`config.mk`:
```
export PLATFORM = sky130hd
export DESIGN_NAME = analog_and_pin_function_regs
export DESIGN_NICKNAME = d
export VERILOG_FILES = /design/src/design/amp_ctrl_pkg.sv /design/src/design/analog_and_pin_function_regs.sv /design/src/design/pin_func_mux.sv /design/src/design/analog_decode.sv
export SDC_FILE = /design/constraint.sdc
export NUM_CORES = 1
export LEC_CHECK = 0
export ABC_CLOCK_PERIOD_IN_PS = 2110
export BUFFER_PORTS_ARGS = -buffer_cell sky130_fd_sc_hd__buf_2
export CORE_MARGIN = 2
export CORE_UTILIZATION = 35
export DETAILED_ROUTE_END_ITERATION = 12
export PLACE_DENSITY_LB_ADDON = 0.2
export SLEW_MARGIN = 10
export SYNTH_ARGS = -nofsm -noshare
export SYNTH_HDL_FRONTEND = slang
export SYNTH_SLANG_ARGS = --single-unit
```
`constraint.sdc`:
```
create_clock -name sys_clk -period 2.11 [get_ports sys_clk]
set_input_delay 0.422 -clock sys_clk [delete_from_list [all_inputs] [get_ports sys_clk]]
set_output_delay 0.422 -clock sys_clk [all_outputs]
set_load 0.02 [all_outputs]
```
`src/design/amp_ctrl_pkg.sv`:
```
package amp_ctrl_pkg;

    // ----------------------------------------------------------------
    // Register indices (offsets are word aligned: byte addr = 4*idx)
    // ----------------------------------------------------------------
    localparam logic [7:0] IDX_ANALOG_LOOP  = 8'h53;
    localparam logic [7:0] IDX_ANALOG_GAIN  = 8'h54;
    localparam logic [7:0] IDX_SUPPLY_RPT   = 8'h5E;
    localparam logic [7:0] IDX_PIN_DIR      = 8'h60;
    localparam logic [7:0] IDX_PIN0_FUNC    = 8'h61;
    localparam logic [7:0] IDX_PIN1_FUNC    = 8'h62;
    localparam logic [7:0] IDX_PIN2_FUNC    = 8'h63;
    localparam int         ADDR_W           = 10;

    // ----------------------------------------------------------------
    // Reset values and field positions
    // ----------------------------------------------------------------
    localparam logic [7:0] RST_BYTE         = 8'h00;
    localparam int         BW_LSB           = 5;
    localparam int         PHASE_BIT        = 0;
    localparam logic [7:0] LOOP_MASK        = 8'h61;
    localparam logic [7:0] GAIN_MASK        = 8'h1F;
    localparam logic [7:0] DIR_MASK         = 8'h07;
    localparam logic [7:0] FUNC_MASK        = 8'h0F;
    localparam int         NUM_PINS         = 3;

    // AXI response codes
    localparam logic [1:0] RESP_OKAY        = 2'h0;
    localparam logic [1:0] RESP_SLVERR      = 2'h2;

    // ----------------------------------------------------------------
    // Enumerations
    // ----------------------------------------------------------------
    typedef enum logic [1:0] {
        BW_100K = 2'b00,
        BW_80K  = 2'b01,
        BW_120K = 2'b10,
        BW_175K = 2'b11
    } loop_bw_t;

    typedef enum logic [3:0] {
        FN_LOW     = 4'b0000,
        FN_WARN    = 4'b1000,
        FN_FAULT   = 4'b1011,
        FN_SUPPLY  = 4'b1100,
        FN_SDATA   = 4'b1101,
        FN_RAMPCLK = 4'b1110
    } pin_func_t;

    // Status signals that can be routed onto a pin
    typedef struct packed {
        logic warningOutN;
        logic faultOutN;
        logic supplyDropDetect;
        logic supplyUndervoltageDetect;
        logic serialAudioDataOut;
        logic rampClk;
    } pin_src_t;

    // Analog control outputs
    typedef struct packed {
        logic [1:0] loopBandwidthSel;
        logic       channelPhaseSel;
        logic [4:0] analogAttenuation;
    } analog_cfg_t;

endpackage : amp_ctrl_pkg

```
`src/design/analog_and_pin_function_regs.sv`:
```
// The AXI4-Lite slave port was decided locally.
`timescale 1ns/1ps
// Functional notes
// RL1: Bandwidth codes 00/01/10/11 = 100/80/120/175 kHz
// RL2: Software picks bandwidth to suit switching rate
// RL3: Phase bit 0 out of phase, 1 in
// RL4: Gain code steps attenuation by 0.5 dB
// RL5: Supply reading read-only, 0.12 V per count
// RL6: Direction bit 2 sets pin 2 output
// RL7: Direction bit 1 sets pin 1 output
// RL8: Direction bit 0 sets pin 0 output
// RL9: Pin 0 codes 1000 warning, 1011 fault
// RL10: Pin 0 codes 1100 drop, 1101 data, 1110 ramp
// RL11: Pin 1 codes 1000 warning, 1011 fault
// RL12: Pin 1 codes 1100 undervoltage, 1101 data, 1110 ramp
// RL13: Pin 2 codes 1000 warning, 1011 fault
// RL14: Pin 2 codes 1100 drop, 1101 data, 1110 ramp
// RL15: Code 0000 drives low; others reserved
// RL16: Functions drive pins only in output direction
module analog_and_pin_function_regs
    import amp_ctrl_pkg::*;
(
    input  wire logic              sys_clk,
    input  wire logic              rst_n,
    // AXI4-Lite slave
    input  wire logic [ADDR_W-1:0] s_axi_awaddr,
    input  wire logic              s_axi_awvalid,
    output logic                   s_axi_awready,
    input  wire logic [31:0]       s_axi_wdata,
    input  wire logic [3:0]        s_axi_wstrb,
    input  wire logic              s_axi_wvalid,
    output logic                   s_axi_wready,
    output logic [1:0]             s_axi_bresp,
    output logic                   s_axi_bvalid,
    input  wire logic              s_axi_bready,
    input  wire logic [ADDR_W-1:0] s_axi_araddr,
    input  wire logic              s_axi_arvalid,
    output logic                   s_axi_arready,
    output logic [31:0]            s_axi_rdata,
    output logic [1:0]             s_axi_rresp,
    output logic                   s_axi_rvalid,
    input  wire logic              s_axi_rready,
    // Analog side
    input  wire logic [7:0]        supplyVoltageReading,
    output analog_cfg_t            analogCfg,
    output logic [7:0]             loopBandwidthKhz,
    output logic [7:0]             attenHalfDb,
    // Pin function sources and pins
    input  wire pin_src_t          pinSrc,
    input  wire logic [2:0]        pinIn,
    output logic [2:0]             pinOut,
    output logic [2:0]             pinOe
);

    // ----------------------------------------------------------------
    // Registers
    // ----------------------------------------------------------------
    logic [7:0] loopCtrl_reg;
    logic [7:0] gainCtrl_reg;
    logic [7:0] dirCtrl_reg;
    logic [7:0] func_reg [NUM_PINS];
    logic [7:0] supplyRpt_reg;

    // ----------------------------------------------------------------
    // Write channel: address and data taken in either order
    // ----------------------------------------------------------------
    logic              awHeld_reg;
    logic              wHeld_reg;
    logic [ADDR_W-1:0] awAddr_reg;
    logic [31:0]       wData_reg;
    logic [3:0]        wStrb_reg;
    logic              doWrite;
    logic [7:0]        wrIdx;
    logic              wrHit;

    assign s_axi_awready = !awHeld_reg && !s_axi_bvalid;
    assign s_axi_wready  = !wHeld_reg && !s_axi_bvalid;
    assign doWrite       = awHeld_reg && wHeld_reg && !s_axi_bvalid;
    assign wrIdx         = awAddr_reg[ADDR_W-1:2];

    // Capture each channel when it is accepted
    always_ff @(posedge sys_clk) begin
        if (!rst_n) begin
            awHeld_reg <= 1'b0;
            wHeld_reg  <= 1'b0;
            awAddr_reg <= '0;
            wData_reg  <= '0;
            wStrb_reg  <= '0;
        end else begin
            if (s_axi_awvalid && s_axi_awready) begin
                awHeld_reg <= 1'b1;
                awAddr_reg <= s_axi_awaddr;
            end else if (doWrite) begin
                awHeld_reg <= 1'b0;
            end
            if (s_axi_wvalid && s_axi_wready) begin
                wHeld_reg <= 1'b1;
                wData_reg <= s_axi_wdata;
                wStrb_reg <= s_axi_wstrb;
            end else if (doWrite) begin
                wHeld_reg <= 1'b0;
            end
        end
    end

    // Address decode; the read-only report counts as mapped
    always_comb begin
        unique case (wrIdx)
            IDX_ANALOG_LOOP, IDX_ANALOG_GAIN, IDX_SUPPLY_RPT,
            IDX_PIN_DIR, IDX_PIN0_FUNC, IDX_PIN1_FUNC,
            IDX_PIN2_FUNC: wrHit = 1'b1;
            default:       wrHit = 1'b0;
        endcase
    end

    // Write response
    always_ff @(posedge sys_clk) begin
        if (!rst_n) begin
            s_axi_bvalid <= 1'b0;
            s_axi_bresp  <= RESP_OKAY;
        end else if (doWrite) begin
            s_axi_bvalid <= 1'b1;
            s_axi_bresp  <= wrHit ? RESP_OKAY : RESP_SLVERR;
        end else if (s_axi_bready) begin
            s_axi_bvalid <= 1'b0;
        end
    end

    // Register updates; only byte lane 0 carries data, reserved bits
    // are masked so they always read back zero
    always_ff @(posedge sys_clk) begin
        if (!rst_n) begin
            loopCtrl_reg <= RST_BYTE;
            gainCtrl_reg <= RST_BYTE;
            dirCtrl_reg  <= RST_BYTE;
            for (int i = 0; i < NUM_PINS; i++) begin
                func_reg[i] <= RST_BYTE;
            end
        end else if (doWrite && wStrb_reg[0]) begin
            unique case (wrIdx)
                IDX_ANALOG_LOOP:
                    loopCtrl_reg <= wData_reg[7:0] & LOOP_MASK; // [RL1] [RL3]
                IDX_ANALOG_GAIN:
                    gainCtrl_reg <= wData_reg[7:0] & GAIN_MASK; // [RL4]
                IDX_PIN_DIR:
                    dirCtrl_reg  <= wData_reg[7:0] & DIR_MASK;
                IDX_PIN0_FUNC:
                    func_reg[0]  <= wData_reg[7:0] & FUNC_MASK;
                IDX_PIN1_FUNC:
                    func_reg[1]  <= wData_reg[7:0] & FUNC_MASK;
                IDX_PIN2_FUNC:
                    func_reg[2]  <= wData_reg[7:0] & FUNC_MASK;
                default: ;
            endcase
        end
    end

    // Supply reading sampled every cycle; software writes never land
    always_ff @(posedge sys_clk) begin
        if (!rst_n) begin
            supplyRpt_reg <= RST_BYTE;
        end else begin
            supplyRpt_reg <= supplyVoltageReading;       // [RL5]
        end
    end

    // ----------------------------------------------------------------
    // Read channel
    // ----------------------------------------------------------------
    logic [7:0] rdIdx;
    logic [7:0] rdByte;
    logic       rdHit;

    assign s_axi_arready = !s_axi_rvalid;
    assign rdIdx         = s_axi_araddr[ADDR_W-1:2];

    // Read mux
    always_comb begin
        rdHit = 1'b1;
        unique case (rdIdx)
            IDX_ANALOG_LOOP: rdByte = loopCtrl_reg;
            IDX_ANALOG_GAIN: rdByte = gainCtrl_reg;
            IDX_SUPPLY_RPT:  rdByte = supplyRpt_reg;     // [RL5]
            IDX_PIN_DIR:     rdByte = dirCtrl_reg;
            IDX_PIN0_FUNC:   rdByte = func_reg[0];
            IDX_PIN1_FUNC:   rdByte = func_reg[1];
            IDX_PIN2_FUNC:   rdByte = func_reg[2];
            default: begin
                rdByte = 8'h00;
                rdHit  = 1'b0;
            end
        endcase
    end

    // Read data held until the master takes it
    always_ff @(posedge sys_clk) begin
        if (!rst_n) begin
            s_axi_rvalid <= 1'b0;
            s_axi_rdata  <= 32'h0000_0000;
            s_axi_rresp  <= RESP_OKAY;
        end else if (s_axi_arvalid && s_axi_arready) begin
            s_axi_rvalid <= 1'b1;
            s_axi_rdata  <= {24'h00_0000, rdByte};
            s_axi_rresp  <= rdHit ? RESP_OKAY : RESP_SLVERR;
        end else if (s_axi_rready) begin
            s_axi_rvalid <= 1'b0;
        end
    end

    // ----------------------------------------------------------------
    // Analog control outputs
    // ----------------------------------------------------------------
    assign analogCfg.loopBandwidthSel  = loopCtrl_reg[BW_LSB +: 2]; // [RL1]
    assign analogCfg.channelPhaseSel   = loopCtrl_reg[PHASE_BIT];   // [RL3]
    assign analogCfg.analogAttenuation = gainCtrl_reg[4:0];         // [RL4]

    analog_decode u_analog_decode (
        .loopBandwidthSel  (analogCfg.loopBandwidthSel),
        .analogAttenuation (analogCfg.analogAttenuation),
        .loopBandwidthKhz  (loopBandwidthKhz),
        .attenHalfDb       (attenHalfDb)
    );

    // ----------------------------------------------------------------
    // Pin function muxes; pin 1 routes undervoltage in place of drop
    // ----------------------------------------------------------------
    for (genvar p = 0; p < NUM_PINS; p++) begin : g_pin
        pin_func_mux #(
            .USE_UV (p == 1)
        ) u_mux (
            .sys_clk      (sys_clk),
            .rst_n        (rst_n),
            .outputEnable (dirCtrl_reg[p]),              // [RL6] [RL7] [RL8]
            .pinFunction  (func_reg[p][3:0]),
            .src          (pinSrc),
            .pinOut       (pinOut[p]),
            .pinOe        (pinOe[p])
        );
    end

    // ----------------------------------------------------------------
    // Checks
    // ----------------------------------------------------------------
    a_dir_pin2: assert property (@(posedge sys_clk) disable iff (!rst_n)
        pinOe[2] == $past(dirCtrl_reg[2]))               // [RL6]
        else $error("pin 2 direction mismatch");

    a_dir_pin1: assert property (@(posedge sys_clk) disable iff (!rst_n)
        pinOe[1] == $past(dirCtrl_reg[1]))               // [RL7]
        else $error("pin 1 direction mismatch");

    a_dir_pin0: assert property (@(posedge sys_clk) disable iff (!rst_n)
        pinOe[0] == $past(dirCtrl_reg[0]))               // [RL8]
        else $error("pin 0 direction mismatch");

    a_phase_follows: assert property (@(posedge sys_clk) disable iff (!rst_n)
        doWrite && wStrb_reg[0] && wrIdx == IDX_ANALOG_LOOP
        |=> analogCfg.channelPhaseSel == $past(wData_reg[0])) // [RL3]
        else $error("phase bit not applied");

    a_bw_decode: assert property (@(posedge sys_clk) disable iff (!rst_n)
        analogCfg.loopBandwidthSel == 2'b11 |-> loopBandwidthKhz == 8'd175)
        // [RL1]
        else $error("bandwidth decode wrong");

    a_atten_step: assert property (@(posedge sys_clk) disable iff (!rst_n)
        attenHalfDb == {3'b000, gainCtrl_reg[4:0]})      // [RL4]
        else $error("attenuation decode wrong");

    a_supply_ro: assert property (@(posedge sys_clk) disable iff (!rst_n)
        $past(rst_n) |->
        supplyRpt_reg == $past(supplyVoltageReading))    // [RL5]
        else $error("supply report not tracking");

    a_pin1_uv: assert property (@(posedge sys_clk) disable iff (!rst_n)
        $past(dirCtrl_reg[1]) && $past(func_reg[1][3:0]) == FN_SUPPLY
        |-> pinOut[1] == $past(pinSrc.supplyUndervoltageDetect)) // [RL12]
        else $error("pin 1 undervoltage not routed");

    a_pin0_drop: assert property (@(posedge sys_clk) disable iff (!rst_n)
        $past(dirCtrl_reg[0]) && $past(func_reg[0][3:0]) == FN_SUPPLY
        |-> pinOut[0] == $past(pinSrc.supplyDropDetect)) // [RL10]
        else $error("pin 0 drop detect not routed");

    a_bresp_next: assert property (@(posedge sys_clk) disable iff (!rst_n)
        doWrite |=> s_axi_bvalid)
        else $error("write response missing");

    c_write_done: cover property (@(posedge sys_clk)
        s_axi_bvalid && s_axi_bready && s_axi_bresp == RESP_OKAY);
    c_read_supply: cover property (@(posedge sys_clk)
        s_axi_arvalid && s_axi_arready && rdIdx == IDX_SUPPLY_RPT);
    c_all_out: cover property (@(posedge sys_clk) pinOe == 3'b111);

endmodule : analog_and_pin_function_regs

```
`src/design/pin_func_mux.sv`:
```
`timescale 1ns/1ps
module pin_func_mux
    import amp_ctrl_pkg::*;
#(
    parameter bit USE_UV = 1'b0
) (
    input  wire logic       sys_clk,
    input  wire logic       rst_n,
    input  wire logic       outputEnable,
    input  wire logic [3:0] pinFunction,
    input  wire pin_src_t   src,
    output logic            pinOut,
    output logic            pinOe
);

    // ----------------------------------------------------------------
    // Function decode
    // ----------------------------------------------------------------
    logic muxVal;

    // Reserved codes fall back to low, a safe idle level
    always_comb begin
        unique case (pinFunction)
            FN_WARN:    muxVal = src.warningOutN;        // [RL9] [RL11] [RL13]
            FN_FAULT:   muxVal = src.faultOutN;          // [RL9] [RL11] [RL13]
            FN_SUPPLY:  muxVal = USE_UV ? src.supplyUndervoltageDetect
                                        : src.supplyDropDetect; // [RL10] [RL12] [RL14]
            FN_SDATA:   muxVal = src.serialAudioDataOut; // [RL10] [RL12] [RL14]
            FN_RAMPCLK: muxVal = src.rampClk;            // [RL10] [RL12] [RL14]
            default:    muxVal = 1'b0;                   // [RL15]
        endcase
    end

    // Registered pin drive, enabled only in output direction
    always_ff @(posedge sys_clk) begin
        if (!rst_n) begin
            pinOut <= 1'b0;
            pinOe  <= 1'b0;
        end else begin
            pinOut <= outputEnable ? muxVal : 1'b0;      // [RL16]
            pinOe  <= outputEnable;                      // [RL6] [RL7] [RL8]
        end
    end

    a_pin_undriven: assert property (@(posedge sys_clk) disable iff (!rst_n)
        !$past(outputEnable) |-> !pinOe && !pinOut)      // [RL16]
        else $error("pin driven while direction is input");

    a_pin_low_off: assert property (@(posedge sys_clk) disable iff (!rst_n)
        $past(pinFunction) == FN_LOW |-> !pinOut)        // [RL15]
        else $error("pin not low for off function");

    a_pin_warn: assert property (@(posedge sys_clk) disable iff (!rst_n)
        $past(outputEnable) && $past(pinFunction) == FN_WARN
        |-> pinOut == $past(src.warningOutN))            // [RL9]
        else $error("warning not routed to pin");

    a_pin_fault: assert property (@(posedge sys_clk) disable iff (!rst_n)
        $past(outputEnable) && $past(pinFunction) == FN_FAULT
        |-> pinOut == $past(src.faultOutN))              // [RL11]
        else $error("fault not routed to pin");

    a_pin_ramp: assert property (@(posedge sys_clk) disable iff (!rst_n)
        $past(outputEnable) && $past(pinFunction) == FN_RAMPCLK
        |-> pinOut == $past(src.rampClk))                // [RL14]
        else $error("ramp clock not routed to pin");

    c_pin_sdata: cover property (@(posedge sys_clk)
        pinOe && pinFunction == FN_SDATA);

endmodule : pin_func_mux

```
`src/design/analog_decode.sv`:
```
`timescale 1ns/1ps
module analog_decode
    import amp_ctrl_pkg::*;
(
    input  wire logic [1:0]  loopBandwidthSel,
    input  wire logic [4:0]  analogAttenuation,
    output logic [7:0]       loopBandwidthKhz,
    output logic [7:0]       attenHalfDb
);

    // ----------------------------------------------------------------
    // Bandwidth code to kHz, attenuation code to 0.5 dB steps
    // ----------------------------------------------------------------
    always_comb begin
        unique case (loop_bw_t'(loopBandwidthSel))
            BW_100K: loopBandwidthKhz = 8'd100;          // [RL1]
            BW_80K:  loopBandwidthKhz = 8'd80;           // [RL1]
            BW_120K: loopBandwidthKhz = 8'd120;          // [RL1]
            BW_175K: loopBandwidthKhz = 8'd175;          // [RL1]
        endcase
    end

    // One code step is one half dB of attenuation
    assign attenHalfDb = {3'b000, analogAttenuation};    // [RL4]

endmodule : analog_decode

```
==> results.toml <==
[sta]
tightestPinTransition_ps = 558
setup_viol = 0
fin_crit_sh = 0.925
relSlewSlack = 0.624
slew_violations = 0
setup_slack_ps = 158
rsz0062_at_grt = "false"
fmax_mhz = 512
clock_skew_ps = 11.7
min_period_ps = 1950
hold_viol_final = 0
timing.setup.tns_ps = 0

[setup_path]
crit_fanout = 7
reg2reg_slack_ps = 310
required_ps = 1690
reg2regPathDepth = 3
worstPathArrival_ps = 1530
max_stage_delay_ps = 540
path_class = "reg2out"
cpMostUsedCell = "inv_1"
critPathCaptureType = "primary output"
crit_start = "loopCtrl_reg[5]$_SDFFE_PN0P_"
r2r-start = "s_axi_bvalid$_SDFFE_PN0P_"
reg2reg_to = "func_reg[0][7]$_DFFE_PP_"
slowest_stage = "dfxtp_1"
worstPathCellList = "inv_1 > ha_1 > inv_1 > buf_2"
startpoint_type = "flip-flop"

[clock_network]
ctsLongestPathBuffers = 2
cts.sinks = 67
path_clk_slew_ps = 80
clock_latency_ps = 340
cts_buffers = 9
postCtsSetupBuffers = 0
cts-root-buf = "clkbuf_8"
hold_buffers = 0
tritoncts = "yes"
htreeDepth = 3
cts_resized = 0

[flow_run]
maxCapViolCount = 0

[synth]
syn-instance-count = 343
yosys_warnings = 0
synth-async-reset-ratio = 0
synth.distinct_cells = 51
syn-cell-area_um2 = 3380
synth-edff-count = 12
yosysSeqAreaShare = 0.433
synth_area_per_cell_um2 = 9.85
synth_ff_type = "dfxtp_1"
synth_seq_cells = 67

[pwr]
swShare = 0.264
power.density_nw_per_um2 = 674
clkPwrFrac = 0.366
peakVddDrop_v = 0.000289
p_switching_uw = 694
p_comb_frac = 0.109
power_leakage_nw = 1.75
p_int_mw = 1.94
seqPwrFrac = 0.525

[place]
place_area_um2 = 3730
finalWeightedCongestion = 0.843
pre_cts_ws_ps = 311
portBuffers = 86
dp.final_hpwl_mm = 5.77

[grt]
overflow = 0
grt_max_degree = 27
antenna_found_initial = 0
track_usage = 0.147
grt_pass1_wl_mm = 11.8
grt_pass1_vias = 2429

[route]
drtAntennaViolNets = 0
wirelength_mm = 7.39
num_vias = 2569
drt_iter0_markers = 53
first_pass_iters = 4
vias_per_cell = 4.65
drt-wirelength-per-cell_um = 13.4
drc = 0

[status]
status = "completed"

[worst_hold_path]
hp-class = "in2reg"
hold_depth = 2
holdPathEnd = "supplyRpt_reg[7]$_SDFF_PN0_"
hold_start = "supplyVoltageReading[7]"

[die]
fp.dieArea_um2 = 10500
io_pins = 151
rows = 35
core_region_area_um2 = 9280
start_util = 0.364
die_h_um = 102
die_width_um = 102

[cells_and_area]
ff_latch_area_um2 = 1460
design_area_um2 = 3910
num_antenna_cells = 0
largest_reg_flops = 12
mostFrequentLayoutCell = "buf_2"
multiInputGateArea_um2 = 1610
layout-drive-gt1-share = 0.288
syn2layout_area_growth_pct = 15.6
fill_cells = 961
final_cell_mix = "buf_2 (86), dfxtp_1 (55), nand2_1 (48), conb_1 (29), and2_1 (21)"
final_nets = 504
-- cell type report --
type / instances / area share
tap: 129 / 0.0413
inverter: 10 / 0.00961
sequential: 67 / 0.374
timing repair buffer: 90 / 0.118
multi-input combinational: 241 / 0.412
clock inverter: 4 / 0.00609
clock buffer: 11 / 0.0391
-- worst max-delay path by stage --
stage	end	slack, ps
finish	loopBandwidthKhz[2]	160
global placement	func_reg[0][6]$_DFFE_PP_	380
CTS	loopBandwidthKhz[2]	120
detailed placement	func_reg[0][6]$_DFFE_PP_	310
floorplan	func_reg[0][0]$_DFFE_PP_	410
global route	loopBandwidthKhz[2]	70
-- synthesized netlist by cell type, drive strengths merged, types with 5 or more instances --
library cell / number / share of area
and2: 22 / 0.041
a21boi: 21 / 0.047
inv: 10 / 0.011
dfxtp: 55 / 0.33
nand2: 48 / 0.053
mux2i: 17 / 0.050
o21ai: 5 / 0.0074
nor2b: 14 / 0.026
and4bb: 6 / 0.023
edfxtp: 12 / 0.11
buf: 49 / 0.11
a22oi: 5 / 0.011
nand3: 7 / 0.013
nor2: 9 / 0.011
ha: 5 / 0.019
o211ai: 5 / 0.015
-- per-stage QoR --
stage               total power, mW  cells  hold WS, ps  utilization
CTS                            2.67    552          273        0.421
global route                   2.77    552          276        0.421
detailed placement             1.70    537          454        0.402
global placement               1.69    537          447        0.402
finish                         2.63    552          277        0.421
floorplan                      1.64    371          431            -
-- cell families (layout without fill, tap and decap cells) --
family,after synthesis,count (layout),synth area share
AND/OR/NAND/NOR,128,128,0.224
flip-flops,67,67,0.433
buffers and inverters,63,115,0.122
AO/OA/AOI/OAI,61,61,0.148
multiplexers,17,17,0.0504
adder cells (fa/ha/maj),5,5,0.0185
other,1,29,0.00111
XOR/XNOR,1,1,0.00259
-- metal layers --
layer / up-vias / routed length, um / share of wire / global-route usage
li1: 1284 / - / - / -
met1: 1193 / 3400 / 0.46 / 0.194
met2: 84 / 3520 / 0.48 / 0.234
met3: 8 / 406 / 0.055 / 0.0445
met4: 0 / 70 / 0.0095 / 0.0421
met5: - / 0 / 0 / 0
-- critical path, delay by kind of cell, from the launching register on --
kind,cells,cell delay [ps]
adders and majority gates,1,320
buffers and inverters,3,320
DFF,1,540
-- power by group through the flow --
stage / sequential [mW] / clock [mW] / combinational [mW]
2_1_floorplan: 1.41 / 0 / 0.236
3_3_place_gp: 1.41 / 0 / 0.284
3_5_place_dp: 1.41 / 0 / 0.286
4_1_cts: 1.38 / 0.995 / 0.287
5_1_grt: 1.39 / 1.06 / 0.320
6_report: 1.38 / 0.964 / 0.286
Power figures use the tool's default switching activity.
